File: src/fpm_pkg.sv
// package: constants and states of the flash mapper
package fpm_pkg;

  // ---------------------------------------------------------------
  // register offsets
  // ---------------------------------------------------------------
  localparam logic [7:0] OFF_FCTL   = 8'h00;  // flash_control_reg
  localparam logic [7:0] OFF_FAUX   = 8'h01;  // flash_aux_control_reg
  localparam logic [7:0] OFF_AUXCFG = 8'h02;  // aux_config_reg
  localparam logic [7:0] OFF_IRQST  = 8'h03;
  localparam logic [7:0] OFF_IRQMSK = 8'h04;

  // ---------------------------------------------------------------
  // field positions
  // ---------------------------------------------------------------
  localparam int FCTL_KEY_LSB   = 4;
  localparam int FCTL_PBSEL     = 3;
  localparam int FCTL_SPACE_HI  = 2;
  localparam int FCTL_SPACE_LO  = 1;
  localparam int FCTL_BUSY      = 0;
  localparam int FAUX_AUTOERASE = 6;
  localparam int FAUX_ERROR     = 1;
  localparam int AUXCFG_EXTERNAL_RAM_SELECT  = 1;
  localparam int IRQ_DONE       = 0;
  localparam int IRQ_ERROR      = 1;

  // ---------------------------------------------------------------
  // launch keys and space codes
  // ---------------------------------------------------------------
  localparam logic [3:0] KEY_ARM = 4'h5;
  localparam logic [3:0] KEY_GO  = 4'hA;

  localparam logic [1:0] SPACE_USER     = 2'b00;
  localparam logic [1:0] SPACE_SIG      = 2'b01;
  localparam logic [1:0] SPACE_FUSE     = 2'b10;
  localparam logic [1:0] SPACE_RESERVED = 2'b11;

  // end bounds of writable and readable regions
  localparam logic [15:0] SIG_USER_END  = 16'h0200;
  localparam logic [15:0] SIG_READ_END  = 16'h0280;
  localparam logic [15:0] FUSE_USER_END = 16'h0080;
  localparam logic [15:0] FUSE_READ_END = 16'h0100;

  // ---------------------------------------------------------------
  // values
  // ---------------------------------------------------------------
  localparam logic [7:0] BYTE_BLANK = 8'hFF;
  localparam logic [7:0] BYTE_ZERO  = 8'h00;
  localparam logic [1:0] IRQ_ZERO   = 2'b00;

  typedef enum logic [2:0] {
    ST_IDLE  = 3'b000,
    ST_ERASE = 3'b001,
    ST_SCAN  = 3'b010,
    ST_READ  = 3'b011,
    ST_MERGE = 3'b100,
    ST_PROG  = 3'b101,
    ST_DONE  = 3'b110
  } fpm_state_t;

endpackage
File: src/fpm_flash_program_mapper.sv
// module: flash programming sequencer, page buffer and code-space mapper
// ---------------------------------------------------------------
// Functional notes
// - two control registers: space map, launch, busy status
// - internal launch holds cpu idle for whole operation
// - idle released at end; cpu resumes after triggering instruction
// - internal write: peripherals run, interrupts deferred
// - external launch leaves cpu running; busy flag polled
// - writes only clear bits; ones leave stored bits
// - erase sets whole page to FFH
// - space 00 maps user flash 0000-FFFFH, all of it programmable
// - page buffer select maps write-only page buffer
// - data-write bits 5:0 pick byte, bit 6 picks half, 15:7 pick page
// - page buffer select overrides external ram select
// - space 01: user signature 0000-01FFH, vendor 0200-027FH read-only
// - space 10: fuses 0000-007FH, security 0080-00FFH read-only; 11 reserved
// - mapped non-user space served to code reads
// - launch only on key 5 then key A, nothing between
// - busy during programming; brown-out sets error
// - 64-byte half-page buffer, cleared after each operation
// ---------------------------------------------------------------
module fpm_flash_program_mapper #(
  parameter int          BUF_DEPTH    = 64,
  parameter logic [15:0] PROG_CYCLES  = 16'h0010,
  parameter logic [15:0] ERASE_CYCLES = 16'h0040
) (
  // clock and reset
  input  wire logic        clk,
  input  wire logic        reset,
  // register port
  input  wire logic [7:0]  regAddr,
  input  wire logic [7:0]  regWrData,
  input  wire logic        regWrite,
  input  wire logic        regRead,
  output logic      [7:0]  regRdData,
  // cpu status
  input  wire logic        execInternal,
  input  wire logic        instrStart,
  output logic             cpuIdle,
  output logic             irqDefer,
  output logic             irq,
  // code read port
  input  wire logic        codeRdReq,
  input  wire logic [15:0] codeRdAddr,
  output logic             codeRdValid,
  output logic      [7:0]  codeRdData,
  // data write port
  input  wire logic        xWrReq,
  input  wire logic [15:0] xWrAddr,
  input  wire logic [7:0]  xWrData,
  output logic             extRamWr,
  output logic             intRamWr,
  output logic      [15:0] ramWrAddr,
  output logic      [7:0]  ramWrData,
  // flash array port
  output logic             arrayRdEn,
  output logic      [1:0]  arrayRdSpace,
  output logic      [15:0] arrayRdAddr,
  input  wire logic [7:0]  arrayRdData,
  output logic             arrayWrEn,
  output logic             arrayEraseEn,
  output logic      [1:0]  arraySpace,
  output logic      [15:0] arrayAddr,
  output logic      [7:0]  arrayWrData,
  // supply monitor pin
  input  wire logic        brownOut
);

  localparam int IW = $clog2(BUF_DEPTH);

  // ---------------------------------------------------------------
  // state
  // ---------------------------------------------------------------
  fpm_pkg::fpm_state_t state_reg;
  logic             pbSel_reg;
  logic [1:0]       spaceSel_reg;
  logic             autoErase_reg;
  logic             error_reg;
  logic             extRamSel_reg;
  logic [1:0]       irqStatus_reg;
  logic [1:0]       irqMask_reg;
  logic             armed_reg;
  logic             armSeen_reg;
  logic             busy_reg;
  logic             launchInt_reg;
  logic [1:0]       tSpace_reg;
  logic [8:0]       tPage_reg;
  logic             tHalf_reg;
  logic [8:0]       lastPage_reg;
  logic             lastHalf_reg;
  logic [IW-1:0]    idx_reg;
  logic [15:0]      waitCnt_reg;
  logic [7:0]       bufData_reg [BUF_DEPTH];
  logic [BUF_DEPTH-1:0] loaded_reg;
  logic             bo1_reg;
  logic             bo2_reg;
  logic             cr1Valid_reg;
  logic             cr1Blank_reg;
  logic             cr2Valid_reg;
  logic             cr2Blank_reg;

  logic             fctlWr;
  logic             launch;
  logic             abort;
  logic             doneEvt;
  logic             lastIdx;
  logic             clearBuf;
  logic             pbWrite;
  logic [15:0]      tAddr;
  logic             tWritable;
  logic             codeInRange;

  assign fctlWr = regWrite && (regAddr == fpm_pkg::OFF_FCTL);

  // ---------------------------------------------------------------
  // launch key
  // ---------------------------------------------------------------
  // a second instruction start after arming means one ran between the keys
  always_ff @(posedge clk)
  begin
    if (reset)
    begin
      armed_reg   <= 1'b0;
      armSeen_reg <= 1'b0;
    end
    else if (fctlWr)
    begin
      armed_reg   <= (regWrData[7:fpm_pkg::FCTL_KEY_LSB] == fpm_pkg::KEY_ARM);
      armSeen_reg <= 1'b0;
    end
    else if (instrStart && armed_reg)
    begin
      if (armSeen_reg)
        armed_reg <= 1'b0;
      armSeen_reg <= 1'b1;
    end
  end

  // reserved space on the go write takes no action
  assign launch = fctlWr && armed_reg && !busy_reg && !(armSeen_reg && instrStart)
                  && (regWrData[7:fpm_pkg::FCTL_KEY_LSB] == fpm_pkg::KEY_GO)
                  && (regWrData[fpm_pkg::FCTL_SPACE_HI:fpm_pkg::FCTL_SPACE_LO]
                      != fpm_pkg::SPACE_RESERVED);

  // ---------------------------------------------------------------
  // control registers
  // ---------------------------------------------------------------
  always_ff @(posedge clk)
  begin
    if (reset)
    begin
      pbSel_reg     <= 1'b0;
      spaceSel_reg  <= fpm_pkg::SPACE_USER;
      autoErase_reg <= 1'b0;
      extRamSel_reg <= 1'b0;
      irqMask_reg   <= fpm_pkg::IRQ_ZERO;
    end
    else if (regWrite)
    begin
      unique case (regAddr)
        fpm_pkg::OFF_FCTL:
        begin
          pbSel_reg    <= regWrData[fpm_pkg::FCTL_PBSEL];
          spaceSel_reg <= regWrData[fpm_pkg::FCTL_SPACE_HI:fpm_pkg::FCTL_SPACE_LO];
        end
        fpm_pkg::OFF_FAUX:   autoErase_reg <= regWrData[fpm_pkg::FAUX_AUTOERASE];
        fpm_pkg::OFF_AUXCFG: extRamSel_reg <= regWrData[fpm_pkg::AUXCFG_EXTERNAL_RAM_SELECT];
        fpm_pkg::OFF_IRQMSK: irqMask_reg   <= regWrData[1:0];
        default: ;
      endcase
    end
  end

  // ---------------------------------------------------------------
  // status, error and interrupt
  // ---------------------------------------------------------------
  assign doneEvt = (state_reg == fpm_pkg::ST_DONE);

  always_ff @(posedge clk)
  begin
    if (reset)
      error_reg <= 1'b0;
    else if (abort)
      error_reg <= 1'b1;
    else if (launch)
      error_reg <= 1'b0;
  end

  // set wins over a write-one clear in the same cycle
  always_ff @(posedge clk)
  begin
    if (reset)
      irqStatus_reg <= fpm_pkg::IRQ_ZERO;
    else
    begin
      irqStatus_reg[fpm_pkg::IRQ_DONE] <= (doneEvt && !error_reg && !abort)
        || (irqStatus_reg[fpm_pkg::IRQ_DONE]
            && !(regWrite && regAddr == fpm_pkg::OFF_IRQST
                 && regWrData[fpm_pkg::IRQ_DONE]));
      irqStatus_reg[fpm_pkg::IRQ_ERROR] <= abort
        || (irqStatus_reg[fpm_pkg::IRQ_ERROR]
            && !(regWrite && regAddr == fpm_pkg::OFF_IRQST
                 && regWrData[fpm_pkg::IRQ_ERROR]));
    end
  end

  assign irq      = |(irqStatus_reg & irqMask_reg);
  assign cpuIdle  = busy_reg && launchInt_reg;
  assign irqDefer = busy_reg && launchInt_reg;

  always_ff @(posedge clk)
  begin
    if (reset)
      regRdData <= fpm_pkg::BYTE_ZERO;
    else if (regRead)
    begin
      regRdData <= fpm_pkg::BYTE_ZERO;
      unique case (regAddr)
        fpm_pkg::OFF_FCTL:
        begin
          regRdData[fpm_pkg::FCTL_PBSEL] <= pbSel_reg;
          regRdData[fpm_pkg::FCTL_SPACE_HI:fpm_pkg::FCTL_SPACE_LO] <= spaceSel_reg;
          regRdData[fpm_pkg::FCTL_BUSY]  <= busy_reg;
        end
        fpm_pkg::OFF_FAUX:
        begin
          regRdData[fpm_pkg::FAUX_AUTOERASE] <= autoErase_reg;
          regRdData[fpm_pkg::FAUX_ERROR]     <= error_reg;
        end
        fpm_pkg::OFF_AUXCFG: regRdData[fpm_pkg::AUXCFG_EXTERNAL_RAM_SELECT] <= extRamSel_reg;
        fpm_pkg::OFF_IRQST:  regRdData[1:0] <= irqStatus_reg;
        fpm_pkg::OFF_IRQMSK: regRdData[1:0] <= irqMask_reg;
        default: ;
      endcase
    end
  end

  // ---------------------------------------------------------------
  // brown-out synchroniser
  // ---------------------------------------------------------------
  always_ff @(posedge clk)
  begin
    if (reset)
    begin
      bo1_reg <= 1'b0;
      bo2_reg <= 1'b0;
    end
    else
    begin
      bo1_reg <= brownOut;
      bo2_reg <= bo1_reg;
    end
  end

  assign abort = bo2_reg && busy_reg && (state_reg != fpm_pkg::ST_DONE);

  // ---------------------------------------------------------------
  // page buffer
  // ---------------------------------------------------------------
  // an entry loads once per clear
  assign pbWrite  = xWrReq && pbSel_reg;
  assign clearBuf = doneEvt;

  genvar gi;
  generate
    for (gi = 0; gi < BUF_DEPTH; gi++)
    begin : g_entry
      always_ff @(posedge clk)
      begin
        if (reset || clearBuf)
        begin
          loaded_reg[gi]  <= 1'b0;
          bufData_reg[gi] <= fpm_pkg::BYTE_BLANK;
        end
        else if (pbWrite && !loaded_reg[gi] && (xWrAddr[IW-1:0] == IW'(gi)))
        begin
          loaded_reg[gi]  <= 1'b1;
          bufData_reg[gi] <= xWrData;
        end
      end
    end
  endgenerate

  // last buffer write address picks page and half, loaded or not
  always_ff @(posedge clk)
  begin
    if (reset)
    begin
      lastPage_reg <= '0;
      lastHalf_reg <= 1'b0;
    end
    else if (pbWrite)
    begin
      lastPage_reg <= xWrAddr[15:7];
      lastHalf_reg <= xWrAddr[6];
    end
  end

  // other data writes go to data memory
  always_ff @(posedge clk)
  begin
    if (reset)
    begin
      extRamWr  <= 1'b0;
      intRamWr  <= 1'b0;
      ramWrAddr <= '0;
      ramWrData <= fpm_pkg::BYTE_ZERO;
    end
    else
    begin
      extRamWr <= xWrReq && !pbSel_reg && extRamSel_reg;
      intRamWr <= xWrReq && !pbSel_reg && !extRamSel_reg;
      if (xWrReq && !pbSel_reg)
      begin
        ramWrAddr <= xWrAddr;
        ramWrData <= xWrData;
      end
    end
  end

  // ---------------------------------------------------------------
  // programming sequencer
  // ---------------------------------------------------------------
  assign tAddr   = {tPage_reg, tHalf_reg, idx_reg};
  assign lastIdx = (idx_reg == IW'(BUF_DEPTH - 1));

  // read-only regions are never programmed
  always_comb
  begin
    unique case (tSpace_reg)
      fpm_pkg::SPACE_SIG:  tWritable = (tAddr < fpm_pkg::SIG_USER_END);
      fpm_pkg::SPACE_FUSE: tWritable = (tAddr < fpm_pkg::FUSE_USER_END);
      default:             tWritable = 1'b1;
    endcase
  end

  always_ff @(posedge clk)
  begin
    if (reset)
    begin
      state_reg     <= fpm_pkg::ST_IDLE;
      busy_reg      <= 1'b0;
      launchInt_reg <= 1'b0;
      tSpace_reg    <= fpm_pkg::SPACE_USER;
      tPage_reg     <= '0;
      tHalf_reg     <= 1'b0;
      idx_reg       <= '0;
      waitCnt_reg   <= '0;
      arrayWrEn     <= 1'b0;
      arrayEraseEn  <= 1'b0;
      arraySpace    <= fpm_pkg::SPACE_USER;
      arrayAddr     <= '0;
      arrayWrData   <= fpm_pkg::BYTE_BLANK;
    end
    else
    begin
      arrayWrEn    <= 1'b0;
      arrayEraseEn <= 1'b0;
      if (abort)
        state_reg <= fpm_pkg::ST_DONE;
      else
      begin
        unique case (state_reg)
          fpm_pkg::ST_IDLE:
            if (launch)
            begin
              busy_reg      <= 1'b1;
              launchInt_reg <= execInternal;
              tSpace_reg    <= regWrData[fpm_pkg::FCTL_SPACE_HI:fpm_pkg::FCTL_SPACE_LO];
              tPage_reg     <= lastPage_reg;
              tHalf_reg     <= lastHalf_reg;
              idx_reg       <= '0;
              if (autoErase_reg)
              begin
                arrayEraseEn <= 1'b1;
                arraySpace   <= regWrData[fpm_pkg::FCTL_SPACE_HI:fpm_pkg::FCTL_SPACE_LO];
                arrayAddr    <= {lastPage_reg, 7'h00};
                waitCnt_reg  <= ERASE_CYCLES;
                state_reg    <= fpm_pkg::ST_ERASE;
              end
              else
                state_reg <= fpm_pkg::ST_SCAN;
            end
          fpm_pkg::ST_ERASE:
            if (waitCnt_reg <= 16'h0001)
              state_reg <= fpm_pkg::ST_SCAN;
            else
              waitCnt_reg <= waitCnt_reg - 16'h0001;
          fpm_pkg::ST_SCAN:
            if (loaded_reg[idx_reg] && tWritable)
              state_reg <= fpm_pkg::ST_READ;
            else if (lastIdx)
              state_reg <= fpm_pkg::ST_DONE;
            else
              idx_reg <= idx_reg + IW'(1);
          fpm_pkg::ST_READ:
            state_reg <= fpm_pkg::ST_MERGE;
          fpm_pkg::ST_MERGE:
          begin
            arrayWrEn   <= 1'b1;
            arraySpace  <= tSpace_reg;
            arrayAddr   <= tAddr;
            arrayWrData <= arrayRdData & bufData_reg[idx_reg];
            waitCnt_reg <= PROG_CYCLES;
            state_reg   <= fpm_pkg::ST_PROG;
          end
          fpm_pkg::ST_PROG:
            if (waitCnt_reg > 16'h0001)
              waitCnt_reg <= waitCnt_reg - 16'h0001;
            else if (lastIdx)
              state_reg <= fpm_pkg::ST_DONE;
            else
            begin
              idx_reg   <= idx_reg + IW'(1);
              state_reg <= fpm_pkg::ST_SCAN;
            end
          fpm_pkg::ST_DONE:
          begin
            busy_reg      <= 1'b0;
            launchInt_reg <= 1'b0;
            state_reg     <= fpm_pkg::ST_IDLE;
          end
          default: state_reg <= fpm_pkg::ST_IDLE;
        endcase
      end
    end
  end

  // ---------------------------------------------------------------
  // code read mapping and array read port
  // ---------------------------------------------------------------
  always_comb
  begin
    unique case (spaceSel_reg)
      fpm_pkg::SPACE_USER: codeInRange = 1'b1;
      fpm_pkg::SPACE_SIG:  codeInRange = (codeRdAddr < fpm_pkg::SIG_READ_END);
      fpm_pkg::SPACE_FUSE: codeInRange = (codeRdAddr < fpm_pkg::FUSE_READ_END);
      default:             codeInRange = 1'b0;
    endcase
  end

  // busy: sequencer owns the read port, code reads blank
  always_ff @(posedge clk)
  begin
    if (reset)
    begin
      arrayRdEn    <= 1'b0;
      arrayRdSpace <= fpm_pkg::SPACE_USER;
      arrayRdAddr  <= '0;
      cr1Valid_reg <= 1'b0;
      cr1Blank_reg <= 1'b0;
      cr2Valid_reg <= 1'b0;
      cr2Blank_reg <= 1'b0;
      codeRdValid  <= 1'b0;
      codeRdData   <= fpm_pkg::BYTE_BLANK;
    end
    else
    begin
      arrayRdEn    <= 1'b0;
      cr1Valid_reg <= codeRdReq;
      cr1Blank_reg <= busy_reg || !codeInRange;
      if (state_reg == fpm_pkg::ST_SCAN && loaded_reg[idx_reg] && tWritable && !abort)
      begin
        arrayRdEn    <= 1'b1;
        arrayRdSpace <= tSpace_reg;
        arrayRdAddr  <= tAddr;
      end
      else if (codeRdReq && !busy_reg && codeInRange)
      begin
        arrayRdEn    <= 1'b1;
        arrayRdSpace <= spaceSel_reg;
        arrayRdAddr  <= codeRdAddr;
      end
      cr2Valid_reg <= cr1Valid_reg;
      cr2Blank_reg <= cr1Blank_reg;
      codeRdValid  <= cr2Valid_reg;
      if (cr2Valid_reg)
        codeRdData <= cr2Blank_reg ? fpm_pkg::BYTE_BLANK : arrayRdData;
    end
  end

endmodule // fpm_flash_program_mapper

File: config.mk
export PLATFORM = sky130hd
export DESIGN_NAME = fpm_flash_program_mapper
export DESIGN_NICKNAME = d
export VERILOG_FILES = /design/src/fpm_pkg.sv /design/src/fpm_flash_program_mapper.sv
export SDC_FILE = /design/constraint.sdc
export NUM_CORES = 1
export LEC_CHECK = 0
export ABC_AREA = 1
export BUFFER_PORTS_ARGS = -buffer_cell sky130_fd_sc_hd__buf_2
export CAP_MARGIN = 20
export CORE_ASPECT_RATIO = 2
export CORE_MARGIN = 10
export CORE_UTILIZATION = 38
export DETAILED_ROUTE_END_ITERATION = 6
export GPL_ROUTABILITY_DRIVEN = 0
export PLACE_DENSITY = 0.6
export SETUP_SLACK_MARGIN = 0.1
export SYNTH_ARGS = -nofsm -noshare
export SYNTH_HDL_FRONTEND = slang
export SYNTH_SLANG_ARGS = --single-unit
File: constraint.sdc
create_clock -name clk -period 2.6 [get_ports clk]
set_input_delay 0.52 -clock clk [delete_from_list [all_inputs] [get_ports clk]]
set_output_delay 0.52 -clock clk [all_outputs]
set_load 0.1 [all_outputs]
=== Word level (Yosys, flattened, before mapping) ===
Memory sizes are Yosys's and may differ from the RTL's. A register that Yosys moved wholly into a read port is not among the register bits.
Cells that the tools add are included.

* RAM bits: 512
* Memories: 1
* Flip-flop bits (word level): 218
* Input port bits: 73
* Logic and storage cells: 851

{| class="wikitable"
|+ Memory list
! name !! words !! width !! rd ports !! clocked after Yosys merged registers in !! write ports !! RTL line !! RTL
|-
| bufData_reg || 64 || 8 || 1 || 1 || 64 || fpm_flash_program_mapper.sv:93 || <nowiki>logic [7:0] bufData_reg [BUF_DEPTH];</nowiki>
|}

* Order comparisons: 7
* Mux-type cells: 311
* Eq/ne operators: 94
* Reduce and logical (&&, ||, !) cells: 262
* Bitwise operators: 69
* Add/sub/neg operators: 2

{| class="wikitable"
|+ Operators with widths
! kind !! count
|-
| 2-to-1 mux 8 bit || 65
|-
| 2-to-1 mux 1 bit || 207
|-
| == test 6 bit (second input constant) || 33
|-
| logical AND 1 bit || 156
|-
| 2-to-1 mux 16 bit || 8
|-
| == test 6 x 5 -> 1 bit (second input constant) || 16
|-
| zero test 1 bit || 73
|-
| OR 1 bit || 64
|-
| case mux 16 bit (4 select lines) || 1
|-
| == test 6 x 4 -> 1 bit (second input constant) || 8
|-
| 2-to-1 mux 6 bit || 6
|-
| < comparator 16 x 10 -> 1 bit (second input constant) || 2
|-
| case mux 16 bit (2 select lines) || 1
|-
| == test 6 x 3 -> 1 bit (second input constant) || 4
|-
| 2-to-1 mux 3 bit || 7
|-
| case mux 3 bit (6 select lines) || 1
|-
| case mux 6 bit (3 select lines) || 1
|-
| == test 8 x 2 -> 1 bit (second input constant) || 2
|-
| > comparator 16 x 1 -> 1 bit (second input constant) || 1
|-
| <= comparator 16 x 1 -> 1 bit (second input constant) || 1
|-
| < comparator 16 x 8 -> 1 bit (second input constant) || 1
|-
| < comparator 16 x 9 -> 1 bit (second input constant) || 1
|-
| inequality test 2 bit (second input constant) || 8
|-
| subtractor 16 x 1 -> 16 bit (second input constant) || 1
|-
| 39 further kinds || 77
|}

=== Logic depth before layout (Yosys ltp) ===
* Word-level depth: 11
* Mapped depth: 17
* Depth with buffers taken out: 15

=== Least setup slack after synthesis ===
No wires, ideal clock.

* Path kind: input to register
* From: input regAddr[3]
* To: register arraySpace[0]
* Library setup time: 0.118 ns
* Stages: 14
* Arrival time: 1.933 ns
* Buffers on the path: 2
* Path slack: 0.549 ns
* Cell sequence: nor2_2 -> nand2_1 -> nor2_4 -> nand2_4 -> clkinv_4 -> nand2_2 -> nand2_2 -> nand3_4 -> nor2_4 -> inv_2 -> buf_6 -> buf_6 -> nor2_2 -> nor2_1

* Cells in the longest elaborated chain, start to end: 9

{| class="wikitable"
|+ Ends and longest elaborated chain
! what !! RTL line !! RTL
|-
| start, declared || fpm_flash_program_mapper.sv:31 || <nowiki>input wire logic [7:0] regAddr,</nowiki>
|-
| zero test 8 bit || fpm_flash_program_mapper.sv:113 || <nowiki>assign fctlWr = regWrite && (regAddr == fpm_pkg::OFF_FCTL);</nowiki>
|-
| logical AND 1 bit || fpm_flash_program_mapper.sv:113 ||
|-
| logical AND 1 bit (3 in series) || fpm_flash_program_mapper.sv:140 || <nowiki>assign launch = fctlWr && armed_reg && !busy_reg && !(armSeen_reg && instrStart)</nowiki>
|-
| logical AND 1 bit || fpm_flash_program_mapper.sv:141 || <nowiki>&& (regWrData[7:fpm_pkg::FCTL_KEY_LSB] == fpm_pkg::KEY_GO)</nowiki>
|-
| logical AND 1 bit || fpm_flash_program_mapper.sv:142 || <nowiki>&& (regWrData[fpm_pkg::FCTL_SPACE_HI:fpm_pkg::FCTL_SPACE_LO]</nowiki>
|-
| inequality test 2 bit (no line) || -- ||
|-
| AND reduction 4 bit (no line) || -- ||
|-
| end signal, assigned || fpm_flash_program_mapper.sv:351 || <nowiki>arraySpace <= fpm_pkg::SPACE_USER;</nowiki>
|-
| end signal, assigned || fpm_flash_program_mapper.sv:376 || <nowiki>arraySpace <= regWrData[fpm_pkg::FCTL_SPACE_HI:fpm_pkg::FCTL_SPACE_LO];</nowiki>
|-
| end signal, assigned || fpm_flash_program_mapper.sv:401 || <nowiki>arraySpace <= tSpace_reg;</nowiki>
|-
| end, declared || fpm_flash_program_mapper.sv:62 || <nowiki>output logic [1:0] arraySpace,</nowiki>
|}

Every way passes these cells.
A chain may end at the register's enable or synchronous reset.

==> flow_metrics.py <==
metrics = {
    "worst_setup_path": {
        "critPathCaptureType": "flip-flop",
        "arrival_ns": 3.10,
        "crit_fanout": 16,
        "worstReg2RegEnd": "arrayWrData[2]$_SDFFE_PP1P_",
        "cp_cell_sequence": "inv_12 > buf_16 > buf_4 > nor2_1 > o22ai_2 > o21ai_0 > o211ai_1 > buf_4 > nand3_1 > nand2_1 > nand3_1 > nand2_1",
        "slowest_stage": "o211ai_1",
        "r2r_cells": 12,
        "ff2ff_setup_slack_ns": 0.08,
        "path_buf_inv": 4,
        "max_stage_delay_ns": 0.52,
        "required_ns": 3.18,
        "worstSetupPathType": "reg -> reg",
        "crit_family": "compound AO/OA/AOI/OAI gates",
        "start_kind": "flip-flop",
    },
    "global_route": {
        "grt_usage_pct": 22.0,
        "grt_max_degree": 66,
        "antenna_found_initial": 2,
        "grt_pass1_wl_um": 164000,
        "grt_pass1_vias": 26364,
        "grt-ovfl-total": 0,
    },
    "timing": {
        "fin_setup_tns_ns": 0,
        "max_freq_ghz": 0.397,
        "clock_skew_ns": 0.0232,
        "slew_viol_final": 0,
        "worst_slew_pin_slew_ns": 0.802,
        "worst_slack_ns": 0.0827,
        "min_period_over_period_pct": 96.8,
        "hold_violations": 0,
        "grt_setup_unrepaired": "true",
        "finalSetupViolCount": 0,
        "holdWs_ns": 0.0851,
        "relSlewSlack_pct": 45.9,
        "min_period_ns": 2.52,
    },
    "yosys": {
        "ys_warn_count": 0,
        "yosysSeqAreaShare_pct": 60.9,
        "synth.distinct_cells": 47,
        "synth_seq_cells": 736,
        "synth_enable_flop_cells": 512,
        "syn-cell-area_um2": 32600,
        "syn_inst": 3592,
        "avgSynthCellArea_um2": 9.08,
        "async_flop_share_pct": 0,
        "synthFlopType": "edfxtp_1",
    },
    "final_layout": {
        "fin_area_um2": 37800,
        "drive_above_1_share_pct": 13.0,
        "mostFrequentLayoutCells": "nand2_1, nor2_1, edfxtp_1",
        "final_common_cell": "nand2_1",
        "largest_reg_flops": 512,
        "final_cells": 4870,
        "antenna_cells": 0,
        "fillers": 8244,
        "nets": 3827,
        "area_growth_pct": 15.8,
    },
    "die": {
        "top_level_ports": 166,
        "coreArea_um2": 85000,
        "row_count": 151,
        "die_area_um2": 98700,
        "fp.dieW_um": 227,
        "initial_core_util_pct": 38.4,
        "die_y_um": 434,
    },
    "run": {
        "maxCapViolCount": 0,
    },
    "clocking": {
        "cts_sinks": 736,
        "htreeDepth": 2,
        "cts_hold_buf": 0,
        "cts-root-buf": "clkbuf_16",
        "cts_tree": "built",
        "clk_pin_slew_ns": 0.07,
        "clk_latency_ns": 0.64,
        "cts.path.max_buffers": 3,
        "cts_buffers": 59,
    },
    "run_status": {
        "violations": "design-rule violations",
        "outcome": "finished, violations left",
    },
    "power_and_ir_drop": {
        "switching_share_pct": 37.7,
        "total_leakage_power_nw": 12.0,
        "clkPwrFrac_pct": 28.5,
        "p_int_mw": 20.9,
        "vdd_drop_max_v": 0.000736,
        "switching_power_mw": 12.6,
        "p_seq_share_pct": 39.4,
        "powerDensity_nw_per_um2": 886,
        "power_frac_comb_pct": 32.1,
    },
    "routing": {
        "drt-total-wl_um": 111000,
        "drtIter0Drc": 2138,
        "avgViaCountPerCell": 5.47,
        "post_drt_wl_per_cell_um": 22.9,
        "ant_nets": 0,
        "drc": 5,
        "vias": 26627,
        "first_pass_iters": 7,
    },
    "placed_design": {
        "hpwlAfterDp_um": 78600,
        "dpl-instance-area_um2": 35400,
        "placed_cells": 4745,
        "numPortBuffers": 162,
        "pre_cts_ws_ns": -0.0296,
    },
    "min_path": {
        "min_from": "brownOut",
        "min_to": "bo1_reg$_SDFF_PP0_",
        "min_path_type": "in -> reg",
        "hold_depth": 3,
    },
}
power groups by stage:
| stage | clock [mW] | sequential [mW] | combinational (mW) |
|---|---|---|---|
| detailed placement | 0 | 13.4 | 10.2 |
| global placement | 0 | 13.4 | 10.2 |
| floorplan | 0 | 14.5 | 5.13 |
| global route | 10.0 | 13.2 | 11.3 |
| finish | 9.55 | 13.2 | 10.7 |
| CTS | 9.62 | 13.2 | 10.3 |
cell usage after synthesis (4+ instances only):
library cell | number | share of area (%)
a211oi_1 | 4 | 0.092
a21oi_1 | 119 | 1.8
a31oi_1 | 4 | 0.077
buf_1 | 5 | 0.058
buf_2 | 37 | 0.57
buf_4 | 7 | 0.16
buf_6 | 4 | 0.14
clkbuf_1 | 193 | 2.2
dfxtp_1 | 224 | 14
edfxtp_1 | 512 | 47
ha_1 | 5 | 0.19
inv_1 | 187 | 2.2
inv_2 | 7 | 0.081
nand2_1 | 832 | 9.6
nand2_2 | 4 | 0.077
nand3_1 | 211 | 3.2
nand4_1 | 8 | 0.15
nor2_1 | 596 | 6.9
nor2_2 | 15 | 0.29
nor3_1 | 43 | 0.66
nor4_1 | 7 | 0.13
o211ai_1 | 20 | 0.46
o21a_1 | 4 | 0.092
o21ai_0 | 372 | 5.7
o221ai_1 | 92 | 2.5
o22ai_1 | 43 | 0.82
xnor2_1 | 5 | 0.13
xor2_1 | 5 | 0.13
logic make-up (layout without fill, tap and decap cells):
logic type	after synthesis	count (layout)	share of synthesized area, %
other	1	3	0.0115
AOI/OAI and AO/OA	667	667	11.8
and+or+nand+nor	1729	1729	21.4
adders and majority gates	5	5	0.192
DFF	736	736	60.9
xor gates and xnor gates	10	10	0.269
buffers and inverters	444	649	5.44
metal layers:
layer | vias to the layer above | GRT usage (%) | part of all wire [%]
met5 | - | 0 | 0
met4 | 0 | 15.4 | 7.8
met3 | 313 | 3.00 | 5.6
met2 | 1057 | 41.8 | 53
met1 | 12770 | 21.3 | 33
li1 | 12487 | - | -
worst max path at each step:
stage / slack (ns) / to / depth (start not counted)
6_report: 0.08 / arrayWrData[2]$_SDFFE_PP1P_ / 12
2_1_floorplan: 0.55 / arraySpace[0]$_SDFFE_PP0P_ / 14
5_1_grt: 0.08 / arrayWrData[1]$_SDFFE_PP1P_ / 11
3_5_place_dp: -0.03 / arrayWrData[2]$_SDFFE_PP1P_ / 12
4_1_cts: 0.08 / arrayWrData[2]$_SDFFE_PP1P_ / 12
3_3_place_gp: -0.06 / bufData_reg[31][6]$_SDFFCE_PN1P_ / 7
area by class of cell:
cell class                      instances  area [µm²]  share of cell area [%]
Timing Repair inverter                  1        8.76                  0.0232
Tap cell                             1071        1340                    3.55
Clock buffer                           89        1770                    4.69
Inverter                              198         766                    2.03
Sequential cell                       736       19900                    52.6
Clock inverter                         22         244                   0.646
Timing Repair Buffer                  339        2740                    7.25
Multi-Input combinational cell       2414       11000                    29.2
tightest hold or removal path: cells and delay by family:
kind | cells | cell delay, ns
buffers and inverters | 2 | 0.11
AND/OR/NAND/NOR | 1 | 0.06
stage by stage:
stage	power, mW	util [%]
after floorplan	19.7	-
after global placement	23.6	41.7
after detailed placement	23.7	41.7
after CTS	33.1	44.1
after global routing	34.5	44.4
final	33.5	44.4
what timing repair did:
item / 4_1_cts / 5_1_grt
resized for setup: 8 / 14
buffers inserted: 0 / 8
cloned: 0 / 6
endpoints found under the setup margin: 3 / 24
pin swaps: 3 / 2
(Power assumes the default switching activity.)
